## src/cisd_defines.svh

```systemverilog
/*
 fixed field positions and values of the identity and access property registers.
 assumes inclusion by the package and design files; definitions only.
*/
`ifndef CISD_DEFINES_SVH
`define CISD_DEFINES_SVH

`define CISD_REG_W          128
`define CISD_CRC_LSB        1
`define CISD_CRC_W          7
`define CISD_CRC_POLY       7'h09
`define CISD_CRC_SPAN_LSB   8
`define CISD_TARGET_CLKS_LSB 8'h0
`define CISD_SEL_IDENT      1'b0
`define CISD_SEL_PROPS      1'b1
`define CISD_SHIFT_CNT_W    8
`define CISD_SHIFT_LAST     8'h7f

`define CISD_ID_MAKER_MSB   127
`define CISD_ID_PKG_MSB     113
`define CISD_ID_OEM_MSB     111
`define CISD_ID_NAME_MSB    103
`define CISD_ID_REV_MSB     55
`define CISD_ID_SERIAL_MSB  47
`define CISD_ID_DATE_MSB    15

`define CISD_LAYOUT_VERSION 2'h3
`define CISD_STD_VERSION    4'h4
`define CISD_READ_ACC_TIME  8'h4f
`define CISD_READ_ACC_CLKS  8'h01
`define CISD_MAX_BUS_RATE   8'h32
`define CISD_CMD_CLASSES    12'h8f5
`define CISD_RD_BLK_CODE    4'h9
`define CISD_CAPACITY_FIELD 12'hfff
`define CISD_CURRENT_CODE   3'h7
`define CISD_SIZE_MULT      3'h7
`define CISD_ERASE_CNT_SML  5'h0f
`define CISD_ERASE_CNT_LRG  5'h1f
`define CISD_ERASE_MULT     5'h1f
`define CISD_PROT_GRP_SIZE  5'h0f
`define CISD_R2W_FACTOR     3'h2
`define CISD_WR_BLK_CODE    4'h9

`endif

```

## src/cisd_pkg.sv

```systemverilog
/*
 types shared by the register bank and its checksum unit.
 assumes the defines header is on the include path.
*/
`include "cisd_defines.svh"
package cisd_pkg;
   typedef logic [`CISD_REG_W-1:0] cisd_reg_t;
   typedef logic [`CISD_CRC_W-1:0] cisd_crc_t;
   typedef enum logic [1:0] {
      CISD_IDLE  = 2'b00,
      CISD_SHIFT = 2'b01,
      CISD_DONE  = 2'b10
   } cisd_state_t;
endpackage : cisd_pkg

```

## src/cisd_crc7.sv

```systemverilog
/*
 combinational crc7 over the upper 120 bits of a 128-bit register.
 assumes a constant input, so the loop folds to wiring at synthesis.
*/
`timescale 1ns/100ps
`default_nettype none
`include "cisd_defines.svh"
module cisd_crc7
   import cisd_pkg::*;
(
   input  wire cisd_reg_t data,
   output var  cisd_crc_t crc
);
   always_comb begin
      cisd_crc_t c;
      logic      fb;
      fb = 1'b0;
      c = '0;
      for (int i = `CISD_REG_W-1; i >= `CISD_CRC_SPAN_LSB; i--) begin
         fb = c[6] ^ data[i];
         c  = {c[5:0], 1'b0};
         if (fb) begin
            c = c ^ `CISD_CRC_POLY;
         end
      end
      crc = c;
   end
endmodule : cisd_crc7
`default_nettype wire

```

## src/cisd_regs.sv

```systemverilog
/*
 read-only identity and access property registers, shifted out msb first on request.
 assumes command decoding elsewhere raises rd_req with rd_sel for one cycle.
*/
`timescale 1ns/100ps
`default_nettype none
`include "cisd_defines.svh"
module cisd_regs
   import cisd_pkg::*;
#(
   parameter bit          LARGE_PART  = 1'b1,
   parameter logic [7:0]  MAKER_CODE  = 8'h5a,          // arbitrary value
   parameter logic [1:0]  PKG_TYPE    = 2'h2,           // arbitrary value
   parameter logic [7:0]  OEM_CODE    = 8'h3c,          // arbitrary value
   parameter logic [47:0] PRODUCT     = 48'h41_42_43_44_45_46, // arbitrary value
   parameter logic [7:0]  REVISION    = 8'h10,          // arbitrary value
   parameter logic [31:0] SERIAL      = 32'h0000_0001,
   parameter logic [7:0]  MFG_DATE    = 8'h00
)(
   input  wire logic mclk,
   input  wire logic nrst,
   input  wire logic rd_req,
   input  wire logic rd_sel,
   input  wire logic wr_req,
   output var  logic rd_bit,
   output var  logic rd_valid,
   output var  logic rd_last,
   output var  logic busy
);
   // elaboration checks on the fixed layout
   if (`CISD_REG_W != 128) begin : g_bad_width
      $error("register width must be 128");
   end
   if (`CISD_SHIFT_LAST != `CISD_REG_W - 1) begin : g_bad_last
      $error("shift end must be the last register bit");
   end
   if (`CISD_SHIFT_CNT_W < 7) begin : g_bad_cnt
      $error("shift counter too narrow for the register");
   end

   wire cisd_reg_t ident_body = {
      MAKER_CODE,
      6'h00,
      PKG_TYPE,
      OEM_CODE,
      PRODUCT,
      REVISION,
      SERIAL,
      MFG_DATE,
      8'h00
   };

   wire logic [4:0] erase_cnt = LARGE_PART ? `CISD_ERASE_CNT_LRG : `CISD_ERASE_CNT_SML;

   wire cisd_reg_t props_body = {
      `CISD_LAYOUT_VERSION,
      `CISD_STD_VERSION,
      2'h0,
      `CISD_READ_ACC_TIME,
      `CISD_READ_ACC_CLKS,
      `CISD_MAX_BUS_RATE,
      `CISD_CMD_CLASSES,
      `CISD_RD_BLK_CODE,
      1'b0,
      3'h0,
      2'h0,
      `CISD_CAPACITY_FIELD,
      {4{`CISD_CURRENT_CODE}},
      `CISD_SIZE_MULT,
      erase_cnt,
      `CISD_ERASE_MULT,
      `CISD_PROT_GRP_SIZE,
      1'b1,
      2'h0,
      `CISD_R2W_FACTOR,
      `CISD_WR_BLK_CODE,
      1'b0,
      4'h0,
      1'b0,
      1'b0,
      1'b0,
      1'b0,
      1'b0,
      2'h0,
      2'h0,
      8'h00
   };

   wire cisd_crc_t ident_crc;
   wire cisd_crc_t props_crc;

   cisd_crc7 u_crc_ident (
      .data (ident_body),
      .crc  (ident_crc)
   );
   cisd_crc7 u_crc_props (
      .data (props_body),
      .crc  (props_crc)
   );

   wire cisd_reg_t ident_full = {ident_body[127:8], ident_crc, 1'b1};
   wire cisd_reg_t props_full = {props_body[127:8], props_crc, 1'b1};

   cisd_state_t                  state_r,  state_nxt;
   cisd_reg_t                    shreg_r,  shreg_nxt;
   logic [`CISD_SHIFT_CNT_W-1:0] cnt_r,    cnt_nxt;
   logic                         bit_r,    bit_nxt;
   logic                         valid_r,  valid_nxt;
   logic                         last_r,   last_nxt;
   logic                         busy_r,   busy_nxt;

   // true while the register is being shifted out
   function automatic logic in_shift(input cisd_state_t st);
      return (st == CISD_SHIFT);
   endfunction : in_shift

   wire logic start    = (state_r == CISD_IDLE) && rd_req;
   wire cisd_reg_t pick = (rd_sel == `CISD_SEL_PROPS) ? props_full : ident_full;
   wire logic at_last  = (cnt_r == `CISD_SHIFT_LAST);
   wire logic unused_w = wr_req;

   // next values of the registered outputs
   assign bit_nxt   = in_shift(state_r) ? shreg_r[127] : 1'b0;
   assign valid_nxt = in_shift(state_r);
   assign last_nxt  = in_shift(state_r) && at_last;
   assign busy_nxt  = (state_nxt != CISD_IDLE) | (unused_w & 1'b0);

   // idle waits, shift moves one bit a cycle
   always_comb begin
      state_nxt = state_r;
      shreg_nxt = shreg_r;
      cnt_nxt   = cnt_r;
      case (state_r)
         CISD_IDLE: begin
            if (start) begin
               shreg_nxt = pick;
               cnt_nxt   = '0;
               state_nxt = CISD_SHIFT;
            end
         end
         CISD_SHIFT: begin
            shreg_nxt = {shreg_r[126:0], 1'b0};
            cnt_nxt   = cnt_r + 8'h01;
            if (at_last) begin
               state_nxt = CISD_DONE;
            end
         end
         CISD_DONE: begin
            state_nxt = CISD_IDLE;
         end
         default: begin
            state_nxt = CISD_IDLE;
         end
      endcase
   end

   always_ff @(posedge mclk) begin
      if (!nrst) begin
         state_r <= CISD_IDLE;
         shreg_r <= '0;
         cnt_r   <= '0;
      end else begin
         state_r <= state_nxt;
         shreg_r <= shreg_nxt;
         cnt_r   <= cnt_nxt;
      end
   end

   // registered outputs
   always_ff @(posedge mclk) begin
      if (!nrst) begin
         bit_r   <= 1'b0;
         valid_r <= 1'b0;
         last_r  <= 1'b0;
         busy_r  <= 1'b0;
      end else begin
         bit_r   <= bit_nxt;
         valid_r <= valid_nxt;
         last_r  <= last_nxt;
         busy_r  <= busy_nxt;
      end
   end

   assign rd_bit   = bit_r;
   assign rd_valid = valid_r;
   assign rd_last  = last_r;
   assign busy     = busy_r;
endmodule : cisd_regs
`default_nettype wire

```

## config.mk

```make
export PLATFORM = sky130hd
export DESIGN_NAME = cisd_regs
export DESIGN_NICKNAME = d
export VERILOG_FILES = /design/src/cisd_pkg.sv /design/src/cisd_crc7.sv /design/src/cisd_regs.sv
export VERILOG_INCLUDE_DIRS = /design/src /design/src/src
export SDC_FILE = /design/constraint.sdc
export NUM_CORES = 1
export LEC_CHECK = 0
export BUFFER_PORTS_ARGS = -buffer_cell sky130_fd_sc_hd__clkbuf_2
export CAP_MARGIN = 20
export CORE_ASPECT_RATIO = 0.6
export CORE_UTILIZATION = 45
export CTS_CLUSTER_DIAMETER = 120
export DETAILED_ROUTE_END_ITERATION = 6
export PLACE_DENSITY = 0.7
export SLEW_MARGIN = 20
export SYNTH_ARGS = -nofsm -noshare
export SYNTH_HDL_FRONTEND = slang
export SYNTH_SLANG_ARGS = --single-unit
```

## constraint.sdc

```tcl
create_clock -name mclk -period 1.3 [get_ports mclk]
set_input_delay 0.26 -clock mclk [delete_from_list [all_inputs] [get_ports mclk]]
set_output_delay 0.26 -clock mclk [all_outputs]
set_load 0.005 [all_outputs]
```

**Word level (Yosys, flattened, before mapping)**

Index checks and enable logic that the tools add are counted.
Widths: inputs -> output; s select.

- Add/subtract/negate cells: 1
- Equal/unequal tests: 3
- Multiplexer cells: 8
- Reduce and logical (&&, ||, !) cells: 7

Operators with widths:

| kind | number |
|---|---|
| $mux 128 | 2 |
| $pmux 128 s2 | 1 |
| $pmux 8 s2 | 1 |
| $add 8x1->8 const B | 1 |
| $eq 8x7->1 const B | 1 |
| $mux 8 | 1 |
| $mux 2 | 2 |
| $pmux 2 s2 | 1 |
| $reduce_and 2->1 | 2 |
| $reduce_bool 2->1 | 2 |
| $eq 2x1->1 const B | 1 |
| $logic_and 1x1->1 | 2 |
| $logic_not 2->1 | 1 |
| $ne 2x2->1 const B | 1 |

- Register bits: 142
- Bits of input ports: 5
- Output and inout port bits: 4

**Depth between registers and ports, before layout**

- Depth in word-level cells: 5
- Gate-level depth with buffers: 7
- Gate-level depth less buffers: 4

**By module**

A second synthesis with hierarchy kept.

- Cell total of the unflattened synthesis: 979
- Area, all modules: 11,654.9 µm²

By module, submodules not included:

| module | instances | cells an instance | area an instance (µm²) | sequential area each (µm²) |
|---|---|---|---|---|
| cisd_crc7 | 2 | 261 | 3,349.5 | 0.0 |
| cisd_regs | 1 | 457 | 4,956.0 | 2,842.7 |

**Least setup slack after synthesis**

OpenSTA, ideal clock, no wires.

- Path type: register to register
- Start: register state_r[1]
- End: register cnt_r[6]
- Arrival: 1.290 ns
- Required time: 1.226 ns
- Setup slack: -0.065 ns
- Cell stages (with the launch flop): 6
- Period minus slack after synthesis: 1.365 ns
- Cell sequence: dfxtp_1 buf_6 nand2b_4 buf_6 or4_1 a31oi_1

- Longest elaborated chain between the ends: 4
- Elaborated cells between the ends (all ways): 7
- Classes of those cells: eq/ne (2); mux (1); reduce/logical (4)

RTL lines:

| what | line | source |
|---|---|---|
| start: declaration | cisd_regs.sv:104 | `cisd_state_t state_r, state_nxt;` |
| start signal: assignment | cisd_regs.sv:163 | `state_r <= state_nxt;` |
| $logic_not 2->1 | cisd_regs.sv:117, cisd_regs.sv:133 |  |
| $logic_and 1x1->1 | cisd_regs.sv:117 | `wire logic start = (state_r == CISD_IDLE) && rd_req;` |
| $ne 2x2->1 (no line) | -- |  |
| $reduce_and 2->1 (no line) | -- |  |
| end signal: assignment | cisd_regs.sv:165 | `cnt_r <= cnt_nxt;` |
| end: declaration | cisd_regs.sv:106 | `` logic [`CISD_SHIFT_CNT_W-1:0] cnt_r, cnt_nxt; `` |

Several ways; a longest one is shown, not always the timed one.
A chain may end at the register's enable or synchronous reset.

**Worst setup path in the final report**

- Start: register state_r[0]
- End: register shreg_r[56]

- Longest elaborated chain between the ends: 4
- Elaborated cells between the ends (all ways): 7
- Classes of those cells: eq/ne (2); mux (1); reduce/logical (4)

RTL lines:

| what | line | source |
|---|---|---|
| $logic_not 2->1 | cisd_regs.sv:117, cisd_regs.sv:133 |  |
| $logic_and 1x1->1 | cisd_regs.sv:117 |  |
| $ne 2x2->1 (no line) | -- |  |
| $reduce_and 2->1 (no line) | -- |  |
| end signal: assignment | cisd_regs.sv:164 | `shreg_r <= shreg_nxt;` |
| end: declaration | cisd_regs.sv:105 | `cisd_reg_t shreg_r, shreg_nxt;` |

Several ways; a longest one is shown, not always the timed one.

==> metrics.cfg <==
[placed_design]
numPlacedInstances = 555
port_buffers = 7
place_congestion = 0.8386
hpwl_um = 5082
place_ws_ps = -29.51

[setup_path]
critical_path_class = flop to flop
crit_path_top_delay_cell = dfxtp_4
critPathArrivalTime_ps = 1700
critical_path_required_ps = 1650
cp-start-kind = flop
endpoint_kind = flop
critPathMostFrequentCell = buf_6
reg2reg_from = state_r[0]
worstPathMaxFanout = 8
slowest_delay_ps = 360
crit_start = state_r[0]
crit_chain = o21ba_4 > nor2_4 > buf_6 > buf_6 > clkbuf_16 > o2bb2ai_1

[timing]
relSlewSlack_pct = 79.23
fin_crit_sh_pct = 103.9
clock.fmax_mhz = 740.6
rsz0062_at_grt = true
worst_hold_slack_ps = 260.8
layout_setup_ws_ps = -50.18
setup_viol = 42
slew_viol_final = 0
min_period_ps = 1350
worst_clock_skew_ps = 5.216
hold_viol_final = 0
worst_pin_slew_ps = 306.6

[detailed_routing]
drc = 0
drt_wl_total_um = 9968
vias = 3388
wire_per_inst_um = 16.72
first_iter_violations = 226
via_per_inst = 5.685
final_antenna_net_count = 0
drt_pass1_iterations = 4

[run_status]
status = finished, violations left
failed_checks = negative setup slack

[logic_synthesis]
ys_async_sr_fraction_pct = 0
synth_nets = 437
synth-edff-count = 0
ys_seq_elements = 142
synth_cell_types = 38
synth_ff_type = dfxtp_1
synthCells = 431
yosysWarnings = 0
syn_avg_cell_area_um2 = 11.16
syn_area_mm2 = 0.004810
yosysSeqAreaShare_pct = 59.11

[grt]
grt_pass1_wl_um = 16010
antenna_found_initial = 0
gr-usage-all-layers_pct = 19.15
overflow = 0
grt_pass1_vias = 3249
grt_max_degree = 73

[floorplanning]
core_area_mm2 = 0.01012
die_h_um = 82.08
ios = 9
die_w_um = 135.5
std_cell_rows = 28
start_util_pct = 47.50
die-area_mm2 = 0.01112

[cells_and_area]
final_util_pct = 58.64
drive_above_1_share_pct = 24.95
stdcell_count = 596
antenna_cells = 0
syn2layout_area_growth_pct = 23.44
nets = 457
fill_cells = 789

[clock_network]
hold_buffers = 0
clock_latency_ps = 410
numCtsBuffers = 17
cts-root-buf = clkbuf_16
cts.path.max_buffers = 2
htreeDepth = 4
path_clk_slew_ps = 50
cts_tree = yes
cts_sinks = 142

[hold_path]
hp-class = input port to flop
holdCritStartpoint = nrst

[power]
vdd_drop_max_uv = 1021
p_per_area_mw_per_mm2 = 1692
p_total_uw = 10050
p_leak_uw = 0.002331

[flow_run]
drv_cap = 0

-- per-layer routing --
layer | track usage (%) | vias to the layer above | part of all wire [%]
li1 | - | 1657 | -
met5 | 0 | - | 0
met3 | 5.370 | 23 | 3.4
met1 | 25.35 | 1656 | 52
met4 | 11.57 | 0 | 2.4
met2 | 27.85 | 52 | 42
-- logic make-up after synthesis --
kind of cell | Yosys count | synth area share, %
flops | 142 | 59.11
mux | 1 | 0.2081
compound gates | 149 | 26.85
fa+ha+maj | 1 | 0.2601
simple gates | 96 | 8.897
buf+inv | 42 | 4.682
-- worst max-delay path: cells and delay by family, from the launching register on --
| kind | cells | cell delay, ps |
|---|---|---|
| buf+inv | 3 | 430 |
| simple gates | 1 | 170 |
| flops | 1 | 360 |
| compound gates | 2 | 320 |
-- flip-flops by register name, indices dropped and copies added, names as in the netlist --
signal	cells
rd_valid	1
rd_last	1
cnt_r	8
busy	1
shreg_r	128
state_r	2
rd_bit	1
-- timing repair --
action	in CTS	in global routing
pin swaps	1	11
endpoints found under the setup margin	97	115
endpoints found under the hold margin	0	0
gates cloned	2	3
gates resized for setup	10	32
buffers inserted	6	1
-- cells in the final DEF (no fill, tap or decap), drive strengths merged, types with 2 or more instances in the layout --
cell type	count
a21oi	7
a22o	45
buf	30
clkbuf	32
clkinv	5
dfxtp	142
inv	3
nand2	4
nand3	4
nor2	70
nor2b	3
nor3	3
o211ai	2
o21ai	4
o221a	15
o2bb2ai	67
o311ai	2
or3	2
or4	3
-- synth_stat cells (2+ instances only) --
cell type,n,area share (%)
o21ai_0,4,0.42
o211ai_1,2,0.31
dfxtp_1,142,59
inv_1,3,0.23
buf_1,3,0.23
o2bb2ai_1,67,12
nor2_1,69,5.4
nor3_1,3,0.31
clkbuf_1,15,1.2
or4_1,3,0.47
o311ai_0,2,0.36
nor2b_1,3,0.39
buf_6,5,1.2
a21oi_1,7,0.73
a22o_1,45,8.2
nand3_1,4,0.42
nand2_1,4,0.31
or3_1,2,0.26
o221a_2,15,3.5
buf_4,4,0.62
buf_2,12,1.2
-- power by group --
| part | total, µW | switching, µW | internal, µW |
|---|---|---|---|
| registers | 4830 | 177 | 4650 |
| logic | 824 | 444 | 380 |
| clock network | 4390 | 1710 | 2680 |
| total | 10000 | 2330 | 7720 |
-- worst paths after layout --
path,slack [ps],cells past startpoint,end
setup / recovery,-50,6,shreg_r[56]
hold / removal,260,3,cnt_r[4]
setup reg to reg,-50,6,shreg_r[56]
hold reg to reg,460,1,shreg_r[78]
-- stage by stage --
stage / TNS (ps) / cell area (µm²)
6_report: -923.6 / 5937
4_1_cts: -559.6 / 5694
3_5_place_dp: -80.44 / 5035
5_1_grt: -4806 / 5937
2_1_floorplan: -334.2 / 4832
3_3_place_gp: 0 / 5035
-- cell type report --
type / count / area, µm² / area share [%]
Tap cell: 135 / 168.9 / 2.845
Inverter: 3 / 11.26 / 0.1897
Multi-Input combinational cell: 247 / 1899 / 31.99
Clock inverter: 7 / 66.31 / 1.117
Clock buffer: 22 / 464.2 / 7.819
Sequential cell: 142 / 2854 / 48.07
Timing Repair Buffer: 40 / 473.0 / 7.966
Note: power is estimated with default switching activity, not from simulation.
